## config.mk

```make
export PLATFORM = sky130hd
export DESIGN_NAME = tx_cell_fifo_write_port
export DESIGN_NICKNAME = d
export VERILOG_FILES = /design/src/rtl/tx_cell_sync.v /design/src/rtl/tx_cell_fifo_write_port.v
export VERILOG_INCLUDE_DIRS = /design/src /design/src/common
export SDC_FILE = /design/constraint.sdc
export NUM_CORES = 2
export LEC_CHECK = 0
export BUFFER_PORTS_ARGS = -buffer_cell sky130_fd_sc_hd__clkbuf_2
export CAP_MARGIN = 20
export CORE_ASPECT_RATIO = 1.25
export CORE_MARGIN = 2
export CORE_UTILIZATION = 30
export CTS_CLUSTER_SIZE = 25
export DETAILED_ROUTE_END_ITERATION = 10
export PLACE_DENSITY_LB_ADDON = 0.2
export SLEW_MARGIN = 40
export SYNTH_ARGS = -nofsm -noshare
export SYNTH_HDL_FRONTEND = slang
export SYNTH_SLANG_ARGS = --single-unit
```

## constraint.sdc

```tcl
create_clock -name aclk -period 5.4 [get_ports aclk]
set_input_delay 1.08 -clock aclk [delete_from_list [all_inputs] [get_ports aclk]]
set_output_delay 1.08 -clock aclk [all_outputs]
set_load 0.005 [all_outputs]
```

## src/common/tx_cell_fifo_defs.vh

```
`ifndef TX_CELL_FIFO_DEFS_VH
`define TX_CELL_FIFO_DEFS_VH

// ----------------------------------------
// Cell and FIFO geometry
// ----------------------------------------
`define CELL_BYTES 8'h35
`define CELL_LAST 6'h34
`define FIFO_BYTES 8'hD4
`define NEAR_MARGIN 8'h04
`define IDLE_FILL 8'h00

// ----------------------------------------
// Synchroniser bundle layout
// ----------------------------------------
`define SY_W 13
`define SY_CLK 0
`define SY_DAT_LO 1
`define SY_DAT_HI 8
`define SY_WEN 9
`define SY_PAR 10
`define SY_SOC 11
`define SY_HOLD 12

// ----------------------------------------
// Register map (byte addresses)
// ----------------------------------------
`define REG_CFG 8'h00
`define REG_STATUS 8'h04
`define REG_MASK 8'h08
`define REG_LEVEL 8'h0C

// ----------------------------------------
// Config fields
// ----------------------------------------
`define CFG_W 6
`define CFG_RST 6'h1C
`define CFG_ODD 0
`define CFG_NEAR 1
`define CFG_DEP_LO 2
`define CFG_DEP_HI 3
`define CFG_POL 4
`define CFG_TEST 5

// ----------------------------------------
// Status fields
// ----------------------------------------
`define STS_W 2
`define STS_PAR 0
`define STS_SOC 1

// ----------------------------------------
// Bus responses
// ----------------------------------------
`define RESP_OKAY 2'h0
`define RESP_SLVERR 2'h2

`endif

```

## src/rtl/tx_cell_sync.v

```verilog
`timescale 1ns/1ps
`default_nettype none

module tx_cell_sync #(
    parameter W = 1
) (
    // Clock and reset
    input wire aclk,
    input wire aresetn,
    // Pins from outside the clock domain
    input wire [W-1:0] async_in,
    // Third stage and stage agreement
    output wire [W-1:0] third,
    output wire [W-1:0] agree
);

reg [W-1:0] s1_ff;
reg [W-1:0] s2_ff;
reg [W-1:0] s3_ff;

// ----------------------------------------
// Three-stage chain; first stage feeds only the second
// ----------------------------------------
always @(posedge aclk) begin
    if (!aresetn) begin
        s1_ff <= {W{1'b0}};
        s2_ff <= {W{1'b0}};
        s3_ff <= {W{1'b0}};
    end else begin
        s1_ff <= async_in;
        s2_ff <= s1_ff;
        s3_ff <= s2_ff;
    end
end

assign third = s3_ff;
assign agree = ~(s2_ff ^ s3_ff);

endmodule // tx_cell_sync

`default_nettype wire

```

## src/rtl/tx_cell_fifo_write_port.v

```verilog
`timescale 1ns/1ps
`default_nettype none
`include "tx_cell_fifo_defs.vh"

module tx_cell_fifo_write_port (
    // Clock and reset
    input wire aclk,
    input wire aresetn,
    // AXI4-Lite write address
    input wire [7:0] s_axi_awaddr,
    input wire s_axi_awvalid,
    output wire s_axi_awready,
    // AXI4-Lite write data
    input wire [31:0] s_axi_wdata,
    input wire [3:0] s_axi_wstrb,
    input wire s_axi_wvalid,
    output wire s_axi_wready,
    // AXI4-Lite write response
    output reg [1:0] s_axi_bresp,
    output reg s_axi_bvalid,
    input wire s_axi_bready,
    // AXI4-Lite read address
    input wire [7:0] s_axi_araddr,
    input wire s_axi_arvalid,
    output wire s_axi_arready,
    // AXI4-Lite read data
    output reg [31:0] s_axi_rdata,
    output reg [1:0] s_axi_rresp,
    output reg s_axi_rvalid,
    input wire s_axi_rready,
    // Cell writer pins
    input wire tx_write_clock,
    input wire [7:0] tx_cell_byte,
    input wire tx_byte_parity,
    input wire tx_write_enable_n,
    input wire tx_cell_start,
    output reg tx_cell_space_avail,
    // Flow control and test
    input wire tx_cell_hold,
    output reg test_vector_clock,
    // Payload side
    input wire payload_byte_req,
    output reg [7:0] payload_byte_ff,
    output reg payload_soc_ff,
    output reg payload_idle_ff,
    output reg payload_valid_ff,
    // Interrupt
    output reg irq_ff
);

// ----------------------------------------
// Declarations
// ----------------------------------------
wire [`SY_W-1:0] syn_third;
wire [`SY_W-1:0] syn_agree;
reg [`SY_W-1:0] smp_ff;
reg wclk_lvl_ff;
reg hold_lvl_ff;
reg [`CFG_W-1:0] cfg_ff;
reg [`STS_W-1:0] sts_ff;
reg [`STS_W-1:0] mask_ff;
reg [`STS_W-1:0] nxt_sts;
reg [7:0] wr_ptr_ff;
reg [7:0] rd_ptr_ff;
reg [7:0] byte_cnt_ff;
reg [5:0] wr_oct_ff;
reg [5:0] rd_oct_ff;
reg [2:0] cells_rdy_ff;
reg rd_idle_ff;
reg aw_hold_ff;
reg [7:0] aw_addr_ff;
reg w_hold_ff;
reg [31:0] w_data_ff;
reg w_strb0_ff;
wire [7:0] ent_q [0:`FIFO_BYTES-1];
wire clk_rise;
wire wr_evt;
wire [7:0] wr_byte;
wire par_err;
wire soc_err;
wire wr_do;
wire wr_cell_done;
wire cell_start;
wire hold_eff;
wire use_idle;
wire rd_do;
wire cell_take;
wire [7:0] thresh;
wire [7:0] limit;
wire avail;
wire aw_have;
wire w_have;
wire [7:0] wa;
wire [31:0] wd;
wire ws0;
wire wr_go;
wire [7:0] ra;
wire [`STS_W-1:0] clr_bits;

// ----------------------------------------
// Pin synchronisation
// ----------------------------------------
tx_cell_sync #(
    .W(`SY_W)
) u_sync (
    .aclk(aclk),
    .aresetn(aresetn),
    .async_in({tx_cell_hold, tx_cell_start, tx_byte_parity,
               tx_write_enable_n, tx_cell_byte, tx_write_clock}),
    .third(syn_third),
    .agree(syn_agree)
);

// Data taken from the sample just before the clock was seen high,
// so the writer's hold time after its edge does not matter
always @(posedge aclk) begin
    if (!aresetn) begin
        smp_ff <= {`SY_W{1'b0}};
        wclk_lvl_ff <= 1'b0;
        hold_lvl_ff <= 1'b0;
    end else begin
        smp_ff <= syn_third;
        if (syn_agree[`SY_CLK]) begin
            wclk_lvl_ff <= syn_third[`SY_CLK];
        end
        if (syn_agree[`SY_HOLD]) begin
            hold_lvl_ff <= syn_third[`SY_HOLD];
        end
    end
end

assign clk_rise = syn_agree[`SY_CLK] & syn_third[`SY_CLK] & ~wclk_lvl_ff;
assign wr_evt = clk_rise & ~smp_ff[`SY_WEN];
assign wr_byte = smp_ff[`SY_DAT_HI:`SY_DAT_LO];

// ----------------------------------------
// Write side checks
// ----------------------------------------
assign par_err = wr_evt
    & (smp_ff[`SY_PAR] != (^wr_byte ^ cfg_ff[`CFG_ODD]));
assign soc_err = wr_evt & smp_ff[`SY_SOC]
    & (wr_oct_ff != 6'h00);

// Dropping a byte at full keeps the stored cells intact
assign wr_do = wr_evt & (byte_cnt_ff != `FIFO_BYTES);
assign wr_cell_done = wr_do & (wr_oct_ff == `CELL_LAST);

always @(posedge aclk) begin
    if (!aresetn) begin
        wr_ptr_ff <= 8'h00;
        wr_oct_ff <= 6'h00;
    end else if (wr_do) begin
        wr_ptr_ff <= (wr_ptr_ff == `FIFO_BYTES - 8'h01) ? 8'h00
            : wr_ptr_ff + 8'h01;
        // Stray markers never realign; counting sets cell bounds
        wr_oct_ff <= wr_cell_done ? 6'h00 : wr_oct_ff + 6'h01;
    end
end

// ----------------------------------------
// Cell storage, four cells of flops
// ----------------------------------------
genvar gi;
generate
    for (gi = 0; gi < `FIFO_BYTES; gi = gi + 1) begin : g_ent
        localparam integer IDX = gi;
        reg [7:0] ent_ff;
        always @(posedge aclk) begin
            if (!aresetn) begin
                ent_ff <= 8'h00;
            end else if (wr_do && {24'h000000, wr_ptr_ff} == IDX) begin
                ent_ff <= wr_byte;
            end
        end
        assign ent_q[gi] = ent_ff;
    end
endgenerate

// ----------------------------------------
// Payload side reader
// ----------------------------------------
assign hold_eff = hold_lvl_ff & ~cfg_ff[`CFG_TEST];
assign cell_start = payload_byte_req & (rd_oct_ff == 6'h00);
// Decision made only at a cell boundary, never mid-cell
assign use_idle = cell_start ? (hold_eff | (cells_rdy_ff == 3'h0))
    : rd_idle_ff;
assign rd_do = payload_byte_req & ~use_idle;
assign cell_take = cell_start & ~use_idle;

always @(posedge aclk) begin
    if (!aresetn) begin
        rd_ptr_ff <= 8'h00;
        rd_oct_ff <= 6'h00;
        rd_idle_ff <= 1'b1;
        payload_byte_ff <= 8'h00;
        payload_soc_ff <= 1'b0;
        payload_idle_ff <= 1'b0;
        payload_valid_ff <= 1'b0;
    end else begin
        payload_valid_ff <= payload_byte_req;
        payload_soc_ff <= cell_start;
        payload_idle_ff <= use_idle;
        payload_byte_ff <= rd_do ? ent_q[rd_ptr_ff] : `IDLE_FILL;
        if (cell_start) begin
            rd_idle_ff <= use_idle;
        end
        if (payload_byte_req) begin
            rd_oct_ff <= (rd_oct_ff == `CELL_LAST) ? 6'h00
                : rd_oct_ff + 6'h01;
        end
        if (rd_do) begin
            rd_ptr_ff <= (rd_ptr_ff == `FIFO_BYTES - 8'h01) ? 8'h00
                : rd_ptr_ff + 8'h01;
        end
    end
end

// ----------------------------------------
// Occupancy
// ----------------------------------------
always @(posedge aclk) begin
    if (!aresetn) begin
        byte_cnt_ff <= 8'h00;
        cells_rdy_ff <= 3'h0;
    end else begin
        if (wr_do && !rd_do) begin
            byte_cnt_ff <= byte_cnt_ff + 8'h01;
        end else if (rd_do && !wr_do) begin
            byte_cnt_ff <= byte_cnt_ff - 8'h01;
        end
        if (wr_cell_done && !cell_take) begin
            cells_rdy_ff <= cells_rdy_ff + 3'h1;
        end else if (cell_take && !wr_cell_done) begin
            cells_rdy_ff <= cells_rdy_ff - 3'h1;
        end
    end
end

// ----------------------------------------
// Space available flag
// ----------------------------------------
assign thresh = ({6'h00, cfg_ff[`CFG_DEP_HI:`CFG_DEP_LO]} + 8'h01)
    * `CELL_BYTES;
assign limit = cfg_ff[`CFG_NEAR] ? thresh - `NEAR_MARGIN : thresh;
// Only the flag follows the depth; writes still go to physical room
assign avail = byte_cnt_ff < limit;

always @(posedge aclk) begin
    if (!aresetn) begin
        tx_cell_space_avail <= 1'b1;
        test_vector_clock <= 1'b0;
    end else begin
        if (clk_rise) begin
            tx_cell_space_avail <= avail ^ ~cfg_ff[`CFG_POL];
        end
        test_vector_clock <= hold_lvl_ff & cfg_ff[`CFG_TEST];
    end
end

// ----------------------------------------
// AXI4-Lite write channel
// ----------------------------------------
assign s_axi_awready = ~aw_hold_ff & ~s_axi_bvalid;
assign s_axi_wready = ~w_hold_ff & ~s_axi_bvalid;
assign aw_have = aw_hold_ff | (s_axi_awvalid & s_axi_awready);
assign w_have = w_hold_ff | (s_axi_wvalid & s_axi_wready);
assign wa = aw_hold_ff ? aw_addr_ff : {s_axi_awaddr[7:2], 2'b00};
assign wd = w_hold_ff ? w_data_ff : s_axi_wdata;
assign ws0 = w_hold_ff ? w_strb0_ff : s_axi_wstrb[0];
assign wr_go = aw_have & w_have & ~s_axi_bvalid;
assign clr_bits = (wr_go && wa == `REG_STATUS && ws0) ? wd[`STS_W-1:0]
    : {`STS_W{1'b0}};

always @(posedge aclk) begin
    if (!aresetn) begin
        aw_hold_ff <= 1'b0;
        aw_addr_ff <= 8'h00;
        w_hold_ff <= 1'b0;
        w_data_ff <= 32'h00000000;
        w_strb0_ff <= 1'b0;
        s_axi_bvalid <= 1'b0;
        s_axi_bresp <= `RESP_OKAY;
    end else if (wr_go) begin
        aw_hold_ff <= 1'b0;
        w_hold_ff <= 1'b0;
        s_axi_bvalid <= 1'b1;
        s_axi_bresp <= (wa > `REG_LEVEL) ? `RESP_SLVERR : `RESP_OKAY;
    end else begin
        if (s_axi_awvalid && s_axi_awready) begin
            aw_hold_ff <= 1'b1;
            aw_addr_ff <= {s_axi_awaddr[7:2], 2'b00};
        end
        if (s_axi_wvalid && s_axi_wready) begin
            w_hold_ff <= 1'b1;
            w_data_ff <= s_axi_wdata;
            w_strb0_ff <= s_axi_wstrb[0];
        end
        if (s_axi_bvalid && s_axi_bready) begin
            s_axi_bvalid <= 1'b0;
        end
    end
end

// ----------------------------------------
// Control registers and sticky status
// ----------------------------------------
always @* begin
    nxt_sts = sts_ff & ~clr_bits;
    // A new event in the clearing cycle survives
    nxt_sts[`STS_PAR] = nxt_sts[`STS_PAR] | par_err;
    nxt_sts[`STS_SOC] = nxt_sts[`STS_SOC] | soc_err;
end

always @(posedge aclk) begin
    if (!aresetn) begin
        cfg_ff <= `CFG_RST;
        mask_ff <= {`STS_W{1'b0}};
        sts_ff <= {`STS_W{1'b0}};
        irq_ff <= 1'b0;
    end else begin
        sts_ff <= nxt_sts;
        irq_ff <= |(nxt_sts & mask_ff);
        if (wr_go && ws0 && wa == `REG_CFG) begin
            cfg_ff <= wd[`CFG_W-1:0];
        end
        if (wr_go && ws0 && wa == `REG_MASK) begin
            mask_ff <= wd[`STS_W-1:0];
        end
    end
end

// ----------------------------------------
// AXI4-Lite read channel
// ----------------------------------------
assign s_axi_arready = ~s_axi_rvalid;
assign ra = {s_axi_araddr[7:2], 2'b00};

always @(posedge aclk) begin
    if (!aresetn) begin
        s_axi_rvalid <= 1'b0;
        s_axi_rdata <= 32'h00000000;
        s_axi_rresp <= `RESP_OKAY;
    end else if (s_axi_arvalid && s_axi_arready) begin
        s_axi_rvalid <= 1'b1;
        s_axi_rresp <= `RESP_OKAY;
        case (ra)
            `REG_CFG: s_axi_rdata <= {26'h0000000, cfg_ff};
            `REG_STATUS: s_axi_rdata <= {30'h00000000, sts_ff};
            `REG_MASK: s_axi_rdata <= {30'h00000000, mask_ff};
            `REG_LEVEL: s_axi_rdata <= {21'h000000, cells_rdy_ff, byte_cnt_ff};
            default: begin
                s_axi_rdata <= 32'h00000000;
                s_axi_rresp <= `RESP_SLVERR;
            end
        endcase
    end else if (s_axi_rvalid && s_axi_rready) begin
        s_axi_rvalid <= 1'b0;
    end
end

endmodule // tx_cell_fifo_write_port

`default_nettype wire

```

# ---- Word level (Yosys, flattened, before mapping)
# Cells that the tools add are included.
# Widths: inputs -> output; s select.
dict set report word_totals {
  ff_bits 1866
  in_bits 73
  out_inout_bits 55
  elab_cells 794
}
dict set report classes {
  addsub 10
  mul 1
  n_lt_le_gt_ge 3
  eq_ne 221
  n_mux 24
  bitwise 43
  reduce_logical 247
}
# cell count
set ops {}
lappend ops {{$eq 8x8->1 const B} 85}
lappend ops {{$eq 8x7->1 const B} 64}
lappend ops {{$eq 8x6->1 const B} 32}
lappend ops {{$logic_and 1x1->1} 226}
lappend ops {{$eq 8x5->1 const B} 16}
lappend ops {{$eq 8x4->1 const B} 9}
lappend ops {{$bmux 8 s8} 1}
lappend ops {{$mux 8} 8}
lappend ops {{$pmux 11 s4} 1}
lappend ops {{$eq 8x3->1 const B} 5}
lappend ops {{$add 8x1->8 const B} 3}
lappend ops {{$logic_not 8->1} 3}
lappend ops {{$and 1x1->1} 19}
lappend ops {{$mux 6} 3}
lappend ops {{$eq 8x2->1 const B} 2}
lappend ops {{$not 13->13} 1}
lappend ops {{$xor 13x13->13} 1}
lappend ops {{$add 6x1->6 const B} 2}
lappend ops {{$eq 6x2->1 const B} 2}
lappend ops {{$eq 6x6->1 const B} 2}
lappend ops {{$not 1->1} 11}
lappend ops {{$ge 9x9->1 const B} 1}
lappend ops {{$not 8->9} 1}
lappend ops {{$eq 8x1->1 const B} 1}
lappend ops {{other kinds (27)} 50}

# ---- Depth between registers and ports, before layout
dict set report depth {
  depth_word 14
  mapped_depth 20
  ltp_nobuf 19
}

# ---- Hierarchy
# A second synthesis with hierarchy kept.
dict set report hier_totals {
  cells_unflattened 9555
  hier_area_um2 81624.5
}
# mod n_inst cells_each area_each_um2 seq_area_each_um2
set by_module_without_submodules {}
lappend by_module_without_submodules {tx_cell_fifo_write_port 1 9460 80453.4 36094.6}
lappend by_module_without_submodules {tx_cell_sync 1 95 1171.1 780.7}

# ---- Least setup slack after synthesis
# Ideal clock, no wire load.
dict set report synth_timing {
  kind {in2reg}
  start {in payload_byte_req}
  end {reg byte_cnt_ff[7]}
  setup_ns 0.070
  t_arrival_ns 4.174
  path_slack_ns 1.156
  path_stages 18
  path_buffers 2
  path_cell_list {clkbuf_1 > nor3b_2 > o311ai_1 > o21ai_2 > and2_1 > buf_6 > inv_4 > ha_1 > inv_1 > ha_1 > a21o_1 > a21oi_1 > nor2b_1 > o21a_1 > o41ai_1 > xnor2_1 > or3_1 > a21oi_1}
}
dict set report synth_between {
  elab_chain_len 7
}
# item line_no
set synth_lines {}
lappend synth_lines {{from (decl)} tx_cell_fifo_write_port.v:42} ;# input wire payload_byte_req,
lappend synth_lines {{$and 1x1->1} tx_cell_fifo_write_port.v:183} ;# assign cell_start = payload_byte_req & (rd_oct_ff == 6'h00);
lappend synth_lines {{$mux 1} tx_cell_fifo_write_port.v:185} ;# assign use_idle = cell_start ? (hold_eff | (cells_rdy_ff == 3'h0))
lappend synth_lines {{$not 1->1} tx_cell_fifo_write_port.v:187} ;# assign rd_do = payload_byte_req & ~use_idle;
lappend synth_lines {{$and 1x1->1 *} tx_cell_fifo_write_port.v:187}
lappend synth_lines {{$logic_not 1->1} tx_cell_fifo_write_port.v:226} ;# if (wr_do && !rd_do) begin
lappend synth_lines {{$logic_and 1x1->1} tx_cell_fifo_write_port.v:226}
lappend synth_lines {{$mux 8 or $reduce_bool 2->1 (tied branches)} n/a}
lappend synth_lines {{to (signal assigned)} tx_cell_fifo_write_port.v:227} ;# byte_cnt_ff <= byte_cnt_ff + 8'h01;
lappend synth_lines {{to (signal assigned)} tx_cell_fifo_write_port.v:229} ;# byte_cnt_ff <= byte_cnt_ff - 8'h01;
lappend synth_lines {{to (decl)} tx_cell_fifo_write_port.v:65} ;# reg [7:0] byte_cnt_ff;
# Every way passes the cells marked *; elsewhere a longest branch is shown, timed or not.
# A chain may end at the register's enable or synchronous reset.

# ---- Worst setup path in the final report
dict set report layout_timing {
  start {reg rd_oct_ff[0]}
  end {reg byte_cnt_ff[7]}
}
dict set report layout_between {
  elab_chain_len 8
}
# item line_no
set layout_lines {}
lappend layout_lines {{from (decl)} tx_cell_fifo_write_port.v:67} ;# reg [5:0] rd_oct_ff;
lappend layout_lines {{from (signal assigned)} tx_cell_fifo_write_port.v:208} ;# rd_oct_ff <= (rd_oct_ff == `CELL_LAST) ? 6'h00
lappend layout_lines {{$logic_not 6->1 *} tx_cell_fifo_write_port.v:183}
lappend layout_lines {{$and 1x1->1 *} tx_cell_fifo_write_port.v:183}
lappend layout_lines {{$mux 1 *} tx_cell_fifo_write_port.v:185}
lappend layout_lines {{$not 1->1 *} tx_cell_fifo_write_port.v:187}
lappend layout_lines {{$and 1x1->1 *} tx_cell_fifo_write_port.v:187}
lappend layout_lines {{$logic_not 1->1} tx_cell_fifo_write_port.v:226}
lappend layout_lines {{$logic_and 1x1->1} tx_cell_fifo_write_port.v:226}
lappend layout_lines {{$mux 8 or $reduce_bool 2->1 (tied branches)} n/a}
# Marks and branches as above.

==> impl_summary.md <==
Worst setup path
In this run the worst path has a maximum fanout of 7. The worst setup path is captured at a flop. The count of cells along the worst register-to-register path is 19. The worst setup path is launched from a flop. By instance count, the cell type seen most on the critical path is sky130_fd_sc_hd__ha_1. The arrival time of data at the critical path endpoint is between 5 and 6 ns. The worst register-to-register path ends at byte_cnt_ff[7]. The critical path is of the flop to flop type.

The biggest cell delay along the critical path is around 0.46 ns. The category of cells accounting for the largest share of critical-path delay is simple AND/OR/NAND/NOR gates. The critical path's slowest cell is sky130_fd_sc_hd__or4b_1. The worst reg2reg path startpoint is rd_oct_ff[0]. The critical path contains buffers and inverters numbering 3 combined. Walking the worst path, the cells encountered are inv_1 -> ha_1 -> or4b_1 -> nor3b_2 -> o311ai_1 -> o21ai_2 -> and2_1 -> inv_4 -> ha_1 -> inv_1 -> ha_1 -> a21o_1 -> a21oi_1 -> nor2b_1 -> o21a_1 -> o41ai_1 -> xnor2_1 -> or3_1 -> a21oi_1. The reg-to-reg setup timing slack is 1.00 ns. The required time of the critical path is 6.17 ns.

Clock tree
After clock tree synthesis, the clock-pin slew on the worst setup and hold paths is ~0.06 ns. The CTS root buffer is sky130_fd_sc_hd__clkbuf_16. The post-cts hold buffer count is 0. In this run the number of H-tree levels came out at 4. Gates resized during post-CTS repair numbered 0.

The number of buffers created by CTS is 198. The post-CTS setup-driven buffer insertion count is 0. TritonCTS built the clock tree. The clock reaches the later pin of the worst-skew pair after 0.87 ns.

The total number of clock tree sinks is between 1500 and 2000. The number of buffers on the longest clock path is 4.

Final layout
The final-stage net count is slightly above 9000. The count of filler cells inserted in the layout is 27157. Of the cells placed in the final design, the portion with a size suffix greater than 1 is 12.1%. Relative to the synthesized area, the layout overhead comes to 13.1%.

Min path
Counting instances, the worst hold path has a depth of 2. In this run the most critical hold path is launched from s_axi_rready. The min-delay analysis places its worst path in the category input pin to flop. For hold timing, the worst endpoint is s_axi_rvalid.

Placed design
The post-DP HPWL is about 180000 um. The number of buffers inserted by port buffering is 71. The placer's final routability congestion estimate is 0.842.

Floorplanning
The area of the placeable core is 0.265 mm2. From left edge to right edge, the die measures between 400 and 500 um. The initial utilization of the core area, before any placement, comes to 30.2%. The die is 581 um tall.

The die covers 0.271 mm2. The floorplan has approximately 210 rows. The I/O pin total is 128.

STA
The number of slew-limit violations in the final report came to 0. The final number of hold-violating endpoints was 0. The normalized max-slew margin is 35.4%. Setup repair after global routing left no endpoint under its margin. The slew at the pin closest to its max-slew limit is 0.967 ns. Adding up every negative setup slack in the final design gives 0 ns. Counting I/O delays and the setup requirement, the final critical path takes around 4.4 ns. The number of setup violations in the final report is 0.

Of the available clock period, the critical path in the final layout requires 81.4%. The clock arrives with 0.0638 ns of skew. The fmax is between 200 and 250 MHz.

Global routing
Global routing finished with a remaining overflow of 0. The number of antenna violations at the first check in global routing is 6. The wire length of the first global-routing pass is 433000 um.

For this run, the total global-route usage over all layers was measured as 20.8%. The number of global-route vias before repair is 65892. Entering global routing, the biggest net connects 163 pins.

Routing
The met3 wire length is 15700 um. In the detailed route, the total length drawn on met2 is between 100000 and 150000 um. The number of remaining DRC errors is 0. After the first detailed-routing iteration, the DRC count stood at 5891. In the routed layout, each cell is associated on average with a via count of 5.30. The final route contains 67661 vias.

The post-route antenna net violation count is 0. The final layout contains routed wiring with a total length of 290000 um. In the final routed layout, each cell accounts on average for 22.7 um. The met1 routed wirelength after detailed routing is about 120000 um. The uppermost signal routing layer after detailed routing is met4. The number of search-and-repair iterations in the first detailed-routing pass is 6.

Synth
The most used flip-flop cell after synthesis is sky130_fd_sc_hd__dfxtp_1. The sequential share of the synthesized area is 46.1%. The synthesized design contains 0 enable-type register cells.

The share of Yosys cell area claimed by the top area cell type is a little under half. After synthesis the cells add up to about 0.08 mm2. The synthesized area per cell is between 8 and 9 um2. The number of unique standard cell types used by synthesis is 77.

The cell count after synthesis is 9381. The yosys synthesis warning count is 0. The biggest area contributor in the post-synthesis netlist is sky130_fd_sc_hd__dfxtp_1.

By area the synthesized netlist is led by sky130_fd_sc_hd__dfxtp_1 (46%), sky130_fd_sc_hd__nand2_1 (13%), sky130_fd_sc_hd__mux4_2 (12%). In the synthesized netlist the async set-or-reset flop fraction comes to 0%. Synthesis inferred ~1800 register bits.

Power
The power density relative to cell area is 307 mW/mm2. The analysis attributes to cell leakage a power of 27.3 nW. Across the VDD grid, the largest voltage drop is approximately 0.25 mV. Power comes to 27.8 mW.

Flow run
The count of max-cap constraint violations is 0.

Status
The flow ran to the end, and the final reports show no timing, DRC or antenna violations.
-- cells in the final DEF (no fill, tap or decap), types with 12 or more instances in the layout --
cell / synthesis / layout
sky130_fd_sc_hd__dfxtp_4: 0 / 13
sky130_fd_sc_hd__clkbuf_16: 0 / 201
sky130_fd_sc_hd__xor2_1: 20 / 20
sky130_fd_sc_hd__o211ai_1: 16 / 16
sky130_fd_sc_hd__o21ai_0: 760 / 760
sky130_fd_sc_hd__buf_4: 54 / 149
sky130_fd_sc_hd__o22ai_1: 20 / 20
sky130_fd_sc_hd__inv_1: 20 / 19
sky130_fd_sc_hd__nand4_1: 22 / 22
sky130_fd_sc_hd__nor2b_1: 20 / 17
sky130_fd_sc_hd__xnor2_1: 25 / 25
sky130_fd_sc_hd__buf_12: 3 / 50
sky130_fd_sc_hd__clkinv_2: 0 / 32
sky130_fd_sc_hd__nor2_2: 10 / 22
sky130_fd_sc_hd__nand2b_1: 16 / 15
sky130_fd_sc_hd__a21oi_1: 1715 / 1715
sky130_fd_sc_hd__ha_1: 33 / 33
sky130_fd_sc_hd__and2_1: 59 / 58
sky130_fd_sc_hd__clkbuf_2: 0 / 71
sky130_fd_sc_hd__a22o_1: 16 / 16
sky130_fd_sc_hd__clkbuf_8: 0 / 39
sky130_fd_sc_hd__nand3_1: 38 / 22
sky130_fd_sc_hd__nor3_1: 31 / 23
sky130_fd_sc_hd__clkbuf_1: 599 / 49
sky130_fd_sc_hd__dfxtp_1: 1842 / 1828
sky130_fd_sc_hd__conb_1: 1 / 23
sky130_fd_sc_hd__mux4_2: 438 / 438
sky130_fd_sc_hd__a22oi_1: 37 / 37
sky130_fd_sc_hd__a211oi_1: 12 / 12
sky130_fd_sc_hd__nand2_1: 2807 / 2797
sky130_fd_sc_hd__a221oi_1: 16 / 16
sky130_fd_sc_hd__mux2i_1: 140 / 140
sky130_fd_sc_hd__nor2_1: 370 / 355
-- cells by family (layout without fill, tap and decap cells) --
family	after synthesis	after routing	synth area share [%]
adder cells (fa/ha/maj)	36	36	0.579
buffers and inverters	802	645	4.41
XOR/XNOR	45	45	0.493
AO/OA/AOI/OAI	2640	2640	17.1
AND/OR/NAND/NOR	3417	3417	16.7
multiplexers	598	598	14.6
flip-flops	1842	1842	46.1
other	1	27	0.00469
-- how the worst max path moves through the flow --
stage | endpoint | start | cells after the start
6_report | byte_cnt_ff[7] | rd_oct_ff[0] | 19
5_1_grt | byte_cnt_ff[7] | rd_oct_ff[0] | 19
4_1_cts | byte_cnt_ff[7] | rd_oct_ff[0] | 19
3_5_place_dp | byte_cnt_ff[7] | payload_byte_req | 17
3_3_place_gp | byte_cnt_ff[7] | payload_byte_req | 17
2_1_floorplan | byte_cnt_ff[7] | payload_byte_req | 18
-- layout make-up --
| cell class | count | area, um2 | share of cell area [%] |
|---|---|---|---|
| Clock inverter | 54 | 631 | 0.697 |
| Multi-Input combinational cell | 6759 | 40000 | 44.3 |
| Antenna cell | 4 | 10.0 | 0.0111 |
| Tap cell | 3514 | 4400 | 4.86 |
| Inverter | 23 | 101 | 0.112 |
| Timing Repair Buffer | 279 | 2610 | 2.89 |
| Sequential cell | 1842 | 36900 | 40.8 |
| Clock buffer | 289 | 5750 | 6.36 |
-- power by group --
part	internal, mW	switching [mW]	total (mW)
logic	0.103	0.363	0.466
clock network	7.88	5.81	13.7
registers	13.6	0.0311	13.6
-- synthesized netlist by cell type (5+ instances only) --
cell                       instances
sky130_fd_sc_hd__a211oi_1         12
sky130_fd_sc_hd__a21oi_1        1715
sky130_fd_sc_hd__a221oi_1         16
sky130_fd_sc_hd__a22o_1           16
sky130_fd_sc_hd__a22oi_1          37
sky130_fd_sc_hd__a31oi_1           8
sky130_fd_sc_hd__and2_1           59
sky130_fd_sc_hd__and3_1            8
sky130_fd_sc_hd__buf_1            38
sky130_fd_sc_hd__buf_2            61
sky130_fd_sc_hd__buf_4            54
sky130_fd_sc_hd__buf_6            22
sky130_fd_sc_hd__clkbuf_1        599
sky130_fd_sc_hd__dfxtp_1        1842
sky130_fd_sc_hd__ha_1             33
sky130_fd_sc_hd__inv_1            20
sky130_fd_sc_hd__mux2_2            8
sky130_fd_sc_hd__mux2i_1         140
sky130_fd_sc_hd__mux4_1           11
sky130_fd_sc_hd__mux4_2          438
sky130_fd_sc_hd__nand2_1        2807
sky130_fd_sc_hd__nand2b_1         16
sky130_fd_sc_hd__nand3_1          38
sky130_fd_sc_hd__nand4_1          22
sky130_fd_sc_hd__nor2_1          370
sky130_fd_sc_hd__nor2_2           10
sky130_fd_sc_hd__nor2b_1          20
sky130_fd_sc_hd__nor3_1           31
sky130_fd_sc_hd__nor4_1            8
sky130_fd_sc_hd__o211ai_1         16
sky130_fd_sc_hd__o21ai_0         760
sky130_fd_sc_hd__o21ai_1           5
sky130_fd_sc_hd__o22ai_1          20
sky130_fd_sc_hd__or2_2             6
sky130_fd_sc_hd__or3_1             5
sky130_fd_sc_hd__xnor2_1          25
sky130_fd_sc_hd__xor2_1           20
-- through the flow --
step,hold slack (ns),cells,cell area (um2),util [%],setup WS (ns)
after global placement,0.414,12407,83800,31.6,0.659
after global routing,0.391,12761,90400,34.2,0.661
after CTS,0.343,12757,90400,34.1,1.01
after detailed placement,0.418,12414,84000,31.7,0.799
after floorplan,0.412,9403,80100,-,1.16
final,0.414,12764,90500,34.2,1.00
-- worst reg2reg max path, cell delays in order, from the launching register on --
cell,delay [ns]
sky130_fd_sc_hd__dfxtp_1,0.35
sky130_fd_sc_hd__inv_1,0.07
sky130_fd_sc_hd__ha_1,0.16
sky130_fd_sc_hd__or4b_1,0.46
sky130_fd_sc_hd__nor3b_2,0.30
sky130_fd_sc_hd__o311ai_1,0.20
sky130_fd_sc_hd__o21ai_2,0.13
sky130_fd_sc_hd__and2_1,0.25
sky130_fd_sc_hd__inv_4,0.10
sky130_fd_sc_hd__ha_1,0.22
sky130_fd_sc_hd__inv_1,0.21
sky130_fd_sc_hd__ha_1,0.29
sky130_fd_sc_hd__a21o_1,0.19
sky130_fd_sc_hd__a21oi_1,0.19
sky130_fd_sc_hd__nor2b_1,0.09
sky130_fd_sc_hd__o21a_1,0.19
sky130_fd_sc_hd__o41ai_1,0.34
sky130_fd_sc_hd__xnor2_1,0.13
sky130_fd_sc_hd__or3_1,0.31
sky130_fd_sc_hd__a21oi_1,0.14
-- layer usage --
layer  track usage [%]  vias to the layer above
li1                  -                    31699
met1              26.2                    33353
met2              36.1                     2136
met3              2.35                      473
met4              7.89                        0
met5                 0                        -
-- state kept, by name, indices dropped and copies added (netlist names), 3 cells and up --
| name | cells |
|---|---|
| aw_addr_ff | 6 |
| u_sync.s2_ff | 13 |
| u_sync.third | 13 |
| wr_ptr_ff | 8 |
| g_ent.ent_ff | 1696 |
| cells_rdy_ff | 3 |
| rd_oct_ff | 6 |
| rd_ptr_ff | 8 |
| s_axi_rdata | 11 |
| w_data_ff | 6 |
| smp_ff | 11 |
| u_sync.s1_ff | 13 |
| payload_byte_ff | 8 |
| cfg_ff | 6 |
| byte_cnt_ff | 8 |
| wr_oct_ff | 6 |
Power figures use the tool's default switching activity.
